`src/qpad_consts.vh`:
```
// Constants for the quad-port serial address decoder
// What this block does
// RULE1: Primary address: high strap, 1, 0, low straps
// RULE2: Also accept broadcast address 0110000b
// RULE3: Answer alert response address while interrupt active
// RULE4: Three quads, each at its own address
// RULE5: Quads at base, base+1, base+2 addresses
// RULE6: Ignore addresses whose bits 5:4 differ from 10
// RULE7: Global register writes reach all three quads
// RULE8: Enabled port events drive active-low interrupt
// RULE9: Host uses alert response to find interrupter
// RULE10: Joined data pins act as one open-drain line
// RULE11: Slave only, interrupt on its own pin
// RULE12: Quad index is address minus base address
`ifndef QPAD_CONSTS_VH
`define QPAD_CONSTS_VH

// Address fields
`define QPAD_FIX_HI          5
`define QPAD_FIX_LO          4
`define QPAD_FIX_VAL         2'h2
`define QPAD_BCAST_ADDR      7'h30
`define QPAD_ARA_ADDR        7'h0c
`define QPAD_NUM_QUADS       3
`define QPAD_PORTS           12

// Global registers, written to every quad
`define QPAD_REG_CHIP_RESET  8'h1a
`define QPAD_REG_SHDN_POL    8'h27
`define QPAD_REG_GPIO        8'h41

// Byte kinds within one transfer
`define QPAD_KIND_ADDR       2'h0
`define QPAD_KIND_PTR        2'h1
`define QPAD_KIND_DATA       2'h2

// Bit counter limit and synchroniser width
`define QPAD_LAST_BIT        3'h7
`define QPAD_SYNC_W          7

`endif

```
`src/qpad_sync.v`:
```
// Two-stage synchroniser for pins entering the system clock domain
`timescale 1ns/1ns
module qpad_sync #(
   parameter W = 1
) (
   input  wire         clk_i,
   input  wire         rst_i,
   input  wire [W-1:0] d_i,
   output wire [W-1:0] q_o
);
   reg [W-1:0] meta_q;
   reg [W-1:0] sync_q;

   // First stage feeds only the second; idle bus level is high
   always @(posedge clk_i or posedge rst_i) begin
      if (rst_i) begin
         meta_q <= {W{1'b1}};
         sync_q <= {W{1'b1}};
      end else begin
         meta_q <= d_i;
         sync_q <= meta_q;
      end
   end

   assign q_o = sync_q;
endmodule // qpad_sync

```
`src/qpad_top.v`:
```
// Serial bus slave: quad address decode, register access steering, alert line
`timescale 1ns/1ns
`include "qpad_consts.vh"
module qpad_top (
   input  wire        CLK_SYS_I,
   input  wire        RESET_I,
   input  wire        SCL_I,
   input  wire        SERIAL_DATA_INPUT_PIN_I,
   output wire        SERIAL_DATA_OUTPUT_PIN_O,
   output wire        SERIAL_DATA_OUTPUT_PIN_OE_N_O,
   input  wire        HIGH_ADDRESS_STRAP_I,
   input  wire [3:0]  LOW_ADDRESS_STRAPS_I,
   input  wire [11:0] PORT_EVENT_I,
   input  wire [11:0] EVENT_ENABLE_I,
   output wire        INT_N_O,
   output wire        INT_N_OE_N_O,
   output reg         WR_STROBE_O,
   output reg  [2:0]  WR_QUAD_O,
   output reg  [7:0]  WR_ADDR_O,
   output reg  [7:0]  WR_DATA_O,
   output wire        RD_REQ_O,
   output reg  [2:0]  RD_QUAD_O,
   output reg  [7:0]  RD_ADDR_O,
   input  wire [7:0]  RD_DATA_I
);
   // One-hot states
   localparam [4:0] S_IDLE = 5'h01;
   localparam [4:0] S_RX   = 5'h02;
   localparam [4:0] S_ACK  = 5'h04;
   localparam [4:0] S_TX   = 5'h08;
   localparam [4:0] S_RACK = 5'h10;

   wire [6:0] pins_s;
   reg        scl_d_q;
   reg        sda_d_q;
   reg [4:0]  state_q;
   reg [2:0]  bit_cnt_q;
   reg [7:0]  shift_q;
   reg [1:0]  kind_q;
   reg        rw_q;
   reg        bcast_q;
   reg        ara_q;
   reg        ack_pend_q;
   reg        byte_done_q;
   reg        sda_drv_q;
   reg [2:0]  quad_sel_q;
   reg [7:0]  ptr_q;
   reg [6:0]  base_q;
   reg        strap_cap_q;
   reg [1:0]  strap_wait_q;
   reg        rd_cap_q;
   reg [7:0]  rd_data_q;
   reg        alert_q;
   reg [11:0] ev_prev_q;
   reg [2:0]  match;
   integer    k;

   // Pins pass two flops before any logic reads them
   qpad_sync #(
      .W (`QPAD_SYNC_W)
   ) u_sync (
      .clk_i (CLK_SYS_I),
      .rst_i (RESET_I),
      .d_i   ({SCL_I, SERIAL_DATA_INPUT_PIN_I, HIGH_ADDRESS_STRAP_I, LOW_ADDRESS_STRAPS_I}),
      .q_o   (pins_s)
   );

   wire scl_s = pins_s[6];
   wire sda_s = pins_s[5];

   // Bus edge and condition detection on synchronised levels
   wire scl_rise  = scl_s & ~scl_d_q;
   wire scl_fall  = ~scl_s & scl_d_q;
   wire start_det = scl_s & scl_d_q & sda_d_q & ~sda_s;
   wire stop_det  = scl_s & scl_d_q & ~sda_d_q & sda_s;
   wire [7:0] rx_byte = {shift_q[6:0], sda_s};
   wire [6:0] rx_addr = rx_byte[7:1];

   // Global registers are shared by every quad
   function is_global;
      input [7:0] ptr;
      begin
         is_global = (ptr == `QPAD_REG_CHIP_RESET) || (ptr == `QPAD_REG_SHDN_POL) ||
                     (ptr == `QPAD_REG_GPIO);
      end
   endfunction

   // Quad k answers at base plus k, only inside the legal x10xxxx range
   always @* begin
      match = 3'h0;
      for (k = 0; k < `QPAD_NUM_QUADS; k = k + 1)
         match[k] = (rx_addr == base_q + k[6:0]) &&                  // RULE4 RULE5 RULE12
                    (rx_addr[`QPAD_FIX_HI:`QPAD_FIX_LO] == `QPAD_FIX_VAL); // RULE6
   end

   wire bcast_hit = (rx_addr == `QPAD_BCAST_ADDR) & ~rx_byte[0];     // RULE2
   wire ara_hit   = (rx_addr == `QPAD_ARA_ADDR) & rx_byte[0] & alert_q; // RULE3
   wire addr_hit  = (|match) | bcast_hit | ara_hit;

   // Straps caught once, after the synchroniser has flushed its reset ones
   always @(posedge CLK_SYS_I or posedge RESET_I) begin
      if (RESET_I) begin
         base_q       <= 7'h00;
         strap_cap_q  <= 1'b0;
         strap_wait_q <= 2'h0;
      end else begin
         strap_wait_q <= {strap_wait_q[0], 1'b1};
         if (strap_wait_q[1] && !strap_cap_q) begin
            base_q      <= {pins_s[4], `QPAD_FIX_VAL, pins_s[3:0]}; // RULE1
            strap_cap_q <= 1'b1;
         end
      end
   end

   // Read request when the master wants the next byte
   assign RD_REQ_O = scl_rise & ~ara_q &
                     ((state_q == S_RX && bit_cnt_q == `QPAD_LAST_BIT && kind_q ==
                       `QPAD_KIND_ADDR && rx_byte[0] && (|match)) ||
                      (state_q == S_RACK && !sda_s));

   // Slave protocol engine; never drives the clock, only pulls data low
   always @(posedge CLK_SYS_I or posedge RESET_I) begin
      if (RESET_I) begin
         scl_d_q     <= 1'b1;
         sda_d_q     <= 1'b1;
         state_q     <= S_IDLE;
         bit_cnt_q   <= 3'h0;
         shift_q     <= 8'h00;
         kind_q      <= `QPAD_KIND_ADDR;
         rw_q        <= 1'b0;
         bcast_q     <= 1'b0;
         ara_q       <= 1'b0;
         ack_pend_q  <= 1'b0;
         byte_done_q <= 1'b0;
         sda_drv_q   <= 1'b0;
         quad_sel_q  <= 3'h0;
         ptr_q       <= 8'h00;
         WR_STROBE_O <= 1'b0;
         WR_QUAD_O   <= 3'h0;
         WR_ADDR_O   <= 8'h00;
         WR_DATA_O   <= 8'h00;
         RD_QUAD_O   <= 3'h0;
         RD_ADDR_O   <= 8'h00;
      end else begin
         scl_d_q     <= scl_s;
         sda_d_q     <= sda_s;
         WR_STROBE_O <= 1'b0;
         if (RD_REQ_O) begin
            RD_QUAD_O <= (state_q == S_RX) ? match : quad_sel_q;
            RD_ADDR_O <= (state_q == S_RX) ? ptr_q : ptr_q + 8'h01;
         end
         if (start_det) begin
            // Repeated start restarts address reception
            state_q     <= S_RX;
            bit_cnt_q   <= 3'h0;
            kind_q      <= `QPAD_KIND_ADDR;
            byte_done_q <= 1'b0;
            sda_drv_q   <= 1'b0;
            ara_q       <= 1'b0; // Stale alert flag would block read requests
         end else if (stop_det) begin
            state_q   <= S_IDLE;
            sda_drv_q <= 1'b0;
         end else begin
            case (state_q)
               S_IDLE: begin
                  sda_drv_q <= 1'b0;
               end
               S_RX: begin
                  if (scl_rise) begin
                     shift_q     <= rx_byte;
                     bit_cnt_q   <= bit_cnt_q + 3'h1;
                     byte_done_q <= (bit_cnt_q == `QPAD_LAST_BIT);
                     if (bit_cnt_q == `QPAD_LAST_BIT) begin
                        if (kind_q == `QPAD_KIND_ADDR) begin
                           ack_pend_q <= addr_hit & ~(rx_byte[0] & (|match) == 1'b0 &
                                         ~ara_hit);
                           rw_q       <= rx_byte[0];
                           bcast_q    <= bcast_hit;
                           ara_q      <= ara_hit;
                           quad_sel_q <= match;
                           kind_q     <= `QPAD_KIND_PTR;
                        end else if (kind_q == `QPAD_KIND_PTR) begin
                           ack_pend_q <= 1'b1;
                           ptr_q      <= rx_byte;
                           kind_q     <= `QPAD_KIND_DATA;
                        end else begin
                           // Global writes fan out to all quads
                           ack_pend_q  <= 1'b1;
                           WR_STROBE_O <= 1'b1;
                           WR_QUAD_O   <= (bcast_q | is_global(ptr_q)) ? 3'h7 :
                                          quad_sel_q; // RULE7 RULE12
                           WR_ADDR_O   <= ptr_q;
                           WR_DATA_O   <= rx_byte;
                           ptr_q       <= ptr_q + 8'h01;
                        end
                     end
                  end else if (scl_fall && byte_done_q) begin
                     byte_done_q <= 1'b0;
                     if (ack_pend_q) begin
                        sda_drv_q <= 1'b1; // RULE10
                        state_q   <= S_ACK;
                     end else begin
                        state_q <= S_IDLE; // RULE6
                     end
                  end
               end
               S_ACK: begin
                  if (scl_fall) begin
                     if (rw_q && kind_q == `QPAD_KIND_PTR) begin
                        // Read: first data bit follows the address acknowledge
                        sda_drv_q <= ara_q ? ~base_q[6] : ~rd_data_q[7];
                        shift_q   <= ara_q ? {base_q[5:0], 2'h0} : {rd_data_q[6:0], 1'b0};
                        bit_cnt_q <= 3'h0;
                        state_q   <= S_TX;
                     end else begin
                        sda_drv_q <= 1'b0;
                        bit_cnt_q <= 3'h0;
                        state_q   <= S_RX;
                     end
                  end
               end
               S_TX: begin
                  if (scl_rise && !sda_drv_q && !sda_s) begin
                     // Lost alert arbitration to a lower address
                     state_q <= S_IDLE;
                  end else if (scl_fall) begin
                     if (bit_cnt_q == `QPAD_LAST_BIT) begin
                        sda_drv_q <= 1'b0;
                        state_q   <= S_RACK;
                     end else begin
                        sda_drv_q <= ~shift_q[7];
                        shift_q   <= {shift_q[6:0], 1'b0};
                        bit_cnt_q <= bit_cnt_q + 3'h1;
                     end
                  end
               end
               S_RACK: begin
                  if (scl_rise) begin
                     byte_done_q <= ~sda_s & ~ara_q;
                     if (!sda_s && !ara_q)
                        ptr_q <= ptr_q + 8'h01;
                  end else if (scl_fall) begin
                     if (byte_done_q) begin
                        // Master acked: stream the next register
                        sda_drv_q   <= ~rd_data_q[7];
                        shift_q     <= {rd_data_q[6:0], 1'b0};
                        bit_cnt_q   <= 3'h0;
                        byte_done_q <= 1'b0;
                        state_q     <= S_TX;
                     end else begin
                        state_q <= S_IDLE;
                     end
                  end
               end
               default: begin
                  state_q   <= S_IDLE;
                  sda_drv_q <= 1'b0;
               end
            endcase
         end
      end
   end

   // Read data captured one cycle after the request
   always @(posedge CLK_SYS_I or posedge RESET_I) begin
      if (RESET_I) begin
         rd_cap_q  <= 1'b0;
         rd_data_q <= 8'h00;
      end else begin
         rd_cap_q <= RD_REQ_O;
         if (rd_cap_q)
            rd_data_q <= RD_DATA_I;
      end
   end

   // Alert: new enabled event raises it, a won alert response clears it
   wire [11:0] ev_on   = PORT_EVENT_I & EVENT_ENABLE_I;
   wire        ev_new  = |(ev_on & ~ev_prev_q);
   wire        ara_won = (state_q == S_TX) & ara_q & scl_fall &
                         (bit_cnt_q == `QPAD_LAST_BIT);
   always @(posedge CLK_SYS_I or posedge RESET_I) begin
      if (RESET_I) begin
         alert_q   <= 1'b0;
         ev_prev_q <= 12'h000;
      end else begin
         ev_prev_q <= ev_on;
         if (ev_new)
            alert_q <= 1'b1; // RULE8
         else if (ara_won || ev_on == 12'h000)
            alert_q <= 1'b0; // RULE3
      end
   end

   // Open-drain pins: output low, enable low while pulling
   assign SERIAL_DATA_OUTPUT_PIN_O      = 1'b0;
   assign SERIAL_DATA_OUTPUT_PIN_OE_N_O = ~sda_drv_q; // RULE10 RULE11
   assign INT_N_O                       = 1'b0;
   assign INT_N_OE_N_O                  = ~alert_q;   // RULE8 RULE11
endmodule // qpad_top

```
`config.mk`:
```
export PLATFORM = sky130hd
export DESIGN_NAME = qpad_top
export DESIGN_NICKNAME = d
export VERILOG_FILES = /design/src/qpad_sync.v /design/src/qpad_top.v
export VERILOG_INCLUDE_DIRS = /design/src /design/src/src
export SDC_FILE = /design/constraint.sdc
export NUM_CORES = 1
export LEC_CHECK = 0
export ABC_AREA = 1
export BUFFER_PORTS_ARGS = -buffer_cell sky130_fd_sc_hd__buf_2
export CORE_ASPECT_RATIO = 0.9
export CORE_MARGIN = 3
export CORE_UTILIZATION = 45
export DETAILED_ROUTE_END_ITERATION = 8
export GPL_ROUTABILITY_DRIVEN = 0
export PLACE_DENSITY = 0.62
export SKIP_LAST_GASP = 1
export SLEW_MARGIN = 20
export SYNTH_ARGS = -nofsm -noshare
export SYNTH_HDL_FRONTEND = slang
export SYNTH_HIERARCHICAL = 1
export SYNTH_SLANG_ARGS = --single-unit
```
`constraint.sdc`:
```
create_clock -name CLK_SYS_I -period 3.4 [get_ports CLK_SYS_I]
set_input_delay 0 -clock CLK_SYS_I [delete_from_list [all_inputs] [get_ports CLK_SYS_I]]
set_output_delay 0 -clock CLK_SYS_I [all_outputs]
set_load 0.02 [all_outputs]
```
==> flow_summary.yaml, run 1 <==
sta:
  post-route-min-period_ns: 2.642
  fin_skew_ns: 0.009750
  setup-tns-final_ns: 0
  fin_crit_sh_pct: 77.69
  hold_viol_final: 0
  setup_ws_ns: 0.7585
  worst_slew_pin_slew_ns: 0.9134
  max_freq_mhz: 378.6
  relSlewSlack_pct: 39.11
  setup_viol_count_final: 0
  rsz0062_at_grt: "false"
  slew_viol_final: 0
grt:
  grt_overflow: 0
  grt_use_total_pct: 20.55
  grt_first_pass_wirelength_mm: 22.57
  grt_pass1_vias: 4645
  grt_max_degree: 75
  antenna_found_initial: 0
clock_network:
  clockRootBuffer: "clkbuf_16"
  clkLatencyLatePin_ns: 0.35
  cts_sinks: 112
  tritoncts: "done"
  cts_resized: 0
  h-tree-depth: 3
  clkTransAtPathRegs_ns: 0.08
  cts_buffers: 9
  clockBufferDepth: 2
outcome:
  status: "completed"
die:
  die_y_um: 111.2
  coreArea_um2: 11710
  die_area_um2: 13670
  initial_utilization_pct: 47.27
  rows: 37
  die_w_um: 122.9
  io_pins: 77
placed_design:
  place_hpwl_mm: 9.605
  io_buffers: 74
  dpl_worst_slack_ns: 1.101
routing:
  drtPass1Iterations: 5
  via_count: 4791
  via_per_inst: 5.097
  first_iter_violations: 487
  drc: 0
  routedWlPerCell_um: 14.32
  drt_wl_total_mm: 13.46
  ant_nets: 0
logic_synthesis:
  ys_seq_area_share_pct: 51.01
  synth_cells: 669
  synth_warnings: 6
  synth_flop_cell: "dfrtp_1"
  synth_edf_count: 0
  synth_area_um2: 5537
  async_flop_share_pct: 100.0
  synth_cell_type_count: 41
  ys_ff_latch: 112
  avgSynthCellArea_um2: 8.276
layout:
  multi_input_area_um2: 2305
  diodes: 0
  final_layout_size_suffix_gt1_share_pct: 19.90
  fin_nets: 830
  nFillCells: 1044
  area_growth_pct: 21.20
  regArea_um2: 2824
critical_path:
  crit_arrival_ns: 2.64
  worst_setup_path_start_kind: "register"
  cp_max_fo: 12
  criticalPathCategory: "register to primary output"
  critPathCaptureType: "primary output"
  crit_required_ns: 3.40
job:
  maxCapViolations: 0
power:
  power.leakage_nw: 3.454
  p_per_area_nw_per_um2: 479.7
  irDropWorstVdd_mv: 0.3341
hold_path:
  hold_path_class: "input port to register"
state kept, by name, summed over array words and instances, names as in the netlist, 3 cells and up:
signal / flops
WR_ADDR_O: 8
u_sync/meta_q: 7
WR_DATA_O: 8
RD_QUAD_O: 3
RD_ADDR_O: 8
rd_data_q: 8
ev_prev_q: 12
WR_QUAD_O: 3
shift_q: 8
u_sync/q_o: 7
base_q: 6
ptr_q: 8
quad_sel_q: 3
bit_cnt_q: 3
state_q: 5
placed cells by master, fill, tap and decap left out, types with 2 or more instances in the layout:
cell           instances
o211ai_1               3
nand3_1               41
ha_1                  10
clkbuf_16             10
buf_2                 74
dfstp_2               17
inv_6                  2
nand2_4                3
inv_1                 63
inv_2                 18
a21oi_2                2
nor2_4                 5
nor3_2                 2
nand2_1              179
nand4_1                7
nor3_1                 8
nor4_1                 2
nand2_2                6
xor2_1                 7
conb_1                 3
o22ai_1               11
dfrtp_1               95
a211oi_1               4
inv_4                  2
o21ai_1               34
a31oi_1                2
o21ai_0               41
a2bb2oi_1              4
a21oi_1               16
nor2_1                52
nand3_2                3
dlygate4sd3_1         40
nor2_2                 5
critical path, cell delays in order, from the launching register on:
cell and delay [ns]:
dfstp_2 0.57, ha_1 0.21, inv_1 0.15, nor2_1 0.68, nand2_2 0.31, inv_1 0.19
buf_2 0.18
metrics by stage:
step | power, W | util [%] | hold WS (ns) | instance area, µm² | cells
floorplan | 0.001978 | - | 0.004478 | 5540 | 670
global placement | 0.002131 | 51.33 | 0.1048 | 6012 | 884
detailed placement | 0.002145 | 51.33 | 0.1062 | 6012 | 884
CTS | 0.003235 | 57.29 | 0.09009 | 6710 | 940
global route | 0.003409 | 57.29 | 0.1496 | 6710 | 940
finish | 0.003219 | 57.29 | 0.09870 | 6710 | 940
what timing repair did:
item,4_1_cts,5_1_grt
hold buffers,40,0
setup buffers,0,0
hold endpoints to repair,97,0
path summary, 6_finish.rpt:
path / from / endpoint / slack [ns] / cells past startpoint
worst min-delay path: PORT_EVENT_I[3] / alert_q$_DFFE_PP0P_ / 0.1 / 5
max in group asynchronous: RESET_I / RD_ADDR_O[5]$_DFFE_PP0P_ / 2.09 / 4
worst max-delay path: u_sync/q_o[6]$_DFF_PP1_ / RD_REQ_O / 0.76 / 6
worst min register to register: strap_wait_q[0]$_DFF_PP0_ / strap_wait_q[1]$_DFF_PP0_ / 0.36 / 0
min in group asynchronous: RESET_I / sda_drv_q$_DFFE_PP0P_ / 0.42 / 3
worst max register to register: state_q[3]$_DFFE_PP0P_ / ptr_q[4]$_DFFE_PP0P_ / 1.07 / 8
cell type report:
| class | count | area share, % |
|---|---|---|
| repair buffers | 115 | 11.60 |
| clock inverters | 5 | 0.6526 |
| inverters | 82 | 4.624 |
| flip-flops and latches | 112 | 42.08 |
| well taps | 156 | 2.909 |
| multi-input cells | 459 | 34.35 |
| clock buffers | 11 | 3.785 |
power by group:
part,internal [W],switching [W]
Sequential,0.00144,0.000105
Combinational,0.000233,0.000386
Clock,0.000555,0.000503
routing by layer:
| layer | up-vias | wire (µm) | GRT usage, % |
|---|---|---|---|
| met5 | - | 0 | 0 |
| met1 | 2215 | 6188 | 29.03 |
| met2 | 168 | 6268 | 31.37 |
| met4 | 0 | 292 | 6.940 |
| li1 | 2381 | - | - |
| met3 | 27 | 709 | 4.286 |
cell usage after synthesis (all sizes together) (2+ instances only):
cell	count	area share (%)
nand2	188	13
dfrtp	95	43
inv	82	5.6
o21ai	76	6.9
nor2	62	5.1
nand3	45	4.6
a21oi	18	1.8
dfstp	17	8.1
buf	13	1.6
o22ai	11	1.2
ha	10	2.3
nor3	10	1.1
nand4	8	1.0
xor2	7	1.1
a211oi	4	0.54
a2bb2oi	4	0.63
clkbuf	4	0.27
o211ai	3	0.41
a31oi	2	0.23
conb	2	0.14
nor4	2	0.23
cells by family after synthesis:
group           Yosys count  synth area share [%]
simple gates            317                 25.67
compound gates          121                 12.23
flops                   112                 51.01
buf+inv                  99                 7.435
fa+ha+maj                10                 2.260
xor+xnor                  8                 1.266
other cells               2                0.1356
Power figures use the tool's default switching activity.
==> run 2: changes to the inputs <==
--- a/config.mk
+++ b/config.mk
@@ -13,7 +13,7 @@
 export CORE_UTILIZATION = 45
 export DETAILED_ROUTE_END_ITERATION = 8
 export GPL_ROUTABILITY_DRIVEN = 0
-export PLACE_DENSITY = 0.62
+export PLACE_DENSITY = 0.65
 export SKIP_LAST_GASP = 1
 export SLEW_MARGIN = 20
 export SYNTH_ARGS = -nofsm -noshare
==> constraint.sdc (replaced) <==
create_clock -name CLK_SYS_I -period 2.2 [get_ports CLK_SYS_I]
set_input_delay 0 -clock CLK_SYS_I [delete_from_list [all_inputs] [get_ports CLK_SYS_I]]
set_output_delay 0 -clock CLK_SYS_I [all_outputs]
set_load 0.02 [all_outputs]
==> run 2 against run 1 <==
Effect of this change: die area stayed put; clock skew hardly changed; non-clock buffer count increased by 17; cell area rose by 2.9%; critical path type unchanged.
==> flow_summary.yaml, run 2 (synthesis results as in run 1) <==
grt:
  grt_first_pass_wirelength_mm: 23.23
  grt_max_degree: 38
  antenna_found_initial: 0
  grt_use_total_pct: 21.15
  grt_overflow: 0
  grt_pass1_vias: 4901
critical_path:
  path_cells: "ha_1, nor2_1, nor2_1, nand3_1, nor2_1, nand2_1, nand3_2, nand2_1, nand2_2, nand2_4, inv_2, buf_2"
  crit_arrival_ns: 2.10
  slowest_stage: "dfrtp_1"
  rr_endpoint: "bit_cnt_q[0]$_DFFE_PP0P_"
  rr_startpoint: "u_sync/q_o[6]$_DFF_PP1_"
  cpMostUsedCell: "nor2_1"
  reg2reg_depth: 10
  criticalPathCategory: "register to primary output"
  crit_required_ns: 2.20
  critPathCaptureType: "primary output"
  worst_setup_path_start_kind: "register"
  cp_slowest_stage_delay_ns: 0.44
  reg2reg_slack_ns: 0.20
  cp_max_fo: 4
sta:
  max_freq_mhz: 475.4
  fin_skew_ns: 0.01018
  setup_viol_count_final: 0
  slew_viol_final: 0
  rsz0062_at_grt: "true"
  worst_slew_pin_slew_ns: 0.7860
  fin_crit_sh_pct: 95.61
  setup_ws_ns: 0.09653
  setup-tns-final_ns: 0
  relSlewSlack_pct: 47.49
  post-route-min-period_ns: 2.103
  hold_viol_final: 0
placed_design:
  place_hpwl_mm: 9.930
  dpl_worst_slack_ns: 0.2130
  dp_cells: 896
  io_buffers: 74
layout:
  layout_commonest_cell: "nand2_1"
  largest_register_ffs: 12
  area_growth_pct: 24.72
  fin_nets: 847
  top_register: "ev_prev_q"
  post-route-util_pct: 58.96
  final_cell_mix: "nand2_1, dfrtp_1, buf_2"
  final_layout_size_suffix_gt1_share_pct: 22.47
  diodes: 0
  final_cells: 957
hold_path:
  hold_start: "PORT_EVENT_I[9]"
  holdPathStages: 5
  worstHoldEndpoint: "alert_q$_DFFE_PP0P_"
  hold_path_class: "input port to register"
power:
  irDropWorstVdd_mv: 0.4067
  p_int_w: 0.003509
  combPwrFrac_pct: 20.4
  power.leakage_nw: 3.557
  power.total_w: 0.005095
  switching_share_pct: 31.13
  switching_power_w: 0.001586
  p_per_area_nw_per_um2: 737.9
  pwr-share-clk_pct: 32.8
  power_frac_seq_pct: 46.8
routing:
  wl_met3_um: 731
  routedWlPerCell_um: 14.43
  drtPass1Iterations: 5
  via_count: 4923
  dr_wl_met2_mm: 6.617
  wl_met1_mm: 6.174
  via_per_inst: 5.144
  ant_nets: 0
  highest_layer: "met4"
  drt_wl_total_mm: 13.81
  drc: 0
  first_iter_violations: 417
die:
  initial_utilization_pct: 47.27
  die_y_um: 111.2
  die_area_um2: 13670
  rows: 37
  coreArea_um2: 11710
  io_pins: 77
  die_w_um: 122.9
clock_network:
  h-tree-depth: 3
  clockRootBuffer: "clkbuf_16"
  cts_sinks: 112
  cts_buffers: 9
  clkLatencyLatePin_ns: 0.35
  tritoncts: "done"
  clockBufferDepth: 2
  clkTransAtPathRegs_ns: 0.07
outcome:
  status: "completed"
job:
  maxCapViolations: 0
## run 2: cell types whose count changed in the layout (fill, tap and decap cells not counted), sizes merged
cell,previous run,this run
inv,86,84
buf,75,92
clkinvlp,0,2
## run 2: repair_timing
action                                 CTS  global route
resized for setup                        2             6
endpoints found under the hold margin   59             0
setup endpoints to repair                1             7
setup buffers                            0             5
hold buffers                            40             0
## run 2: cell type report
type / count / area, µm²
multi-input cells: 459 / 2333
flip-flops and latches: 112 / 2825
fillers: 1062 / 4807
clock inverters: 5 / 45.04
inverters: 82 / 311.5
repair buffers: 132 / 930.9
well taps: 156 / 195.2
clock buffers: 11 / 264.0
## run 2: worst max-delay path, delay by kind of cell (launching register included)
family                     cells  cell delay [ns]
adders and majority gates      1             0.32
buffers and inverters          2             0.23
and+or+nand+nor                9             0.77
DFF                            1             0.44
## run 2: how the worst max path moves through the flow
stage,start,endpoint,slack (ns),depth (start not counted)
after floorplan,scl_d_q$_DFF_PP1_,shift_q[3]$_DFFE_PP0P_,0.35,13
after global placement,bit_cnt_q[0]$_DFFE_PP0P_,bit_cnt_q[0]$_DFFE_PP0P_,0.28,10
after detailed placement,u_sync/q_o[6]$_DFF_PP1_,bit_cnt_q[0]$_DFFE_PP0P_,0.21,10
after CTS,base_q[0]$_DFFE_PP0P_,RD_REQ_O,0.008,12
after global routing,base_q[1]$_DFFE_PP0P_,RD_REQ_O,-0.08,12
final,base_q[1]$_DFFE_PP0P_,RD_REQ_O,0.1,12
## run 2: per-layer routing
metal  track usage (%)  up-vias
met4             7.164        0
met2             34.57      175
met5                 0        -
li1                  -     2426
met3             4.031       31
met1             28.05     2291
## run 2: stage by stage
stage | hold WS, ns | area, µm²
6_report | 0.09052 | 6905
5_1_grt | 0.1461 | 6905
4_1_cts | 0.08175 | 6843
3_5_place_dp | 0.1062 | 6128
3_3_place_gp | 0.1044 | 6128
2_1_floorplan | 0.004478 | 5544
## run 2: power groups by stage
stage	logic, W	registers (W)	clock network, W
2_1_floorplan	0.000687	0.00237	0
3_3_place_gp	0.000898	0.00241	0
3_5_place_dp	0.000918	0.00242	0
4_1_cts	0.000974	0.00238	0.00170
5_1_grt	0.00119	0.00241	0.00179
6_report	0.00104	0.00239	0.00167
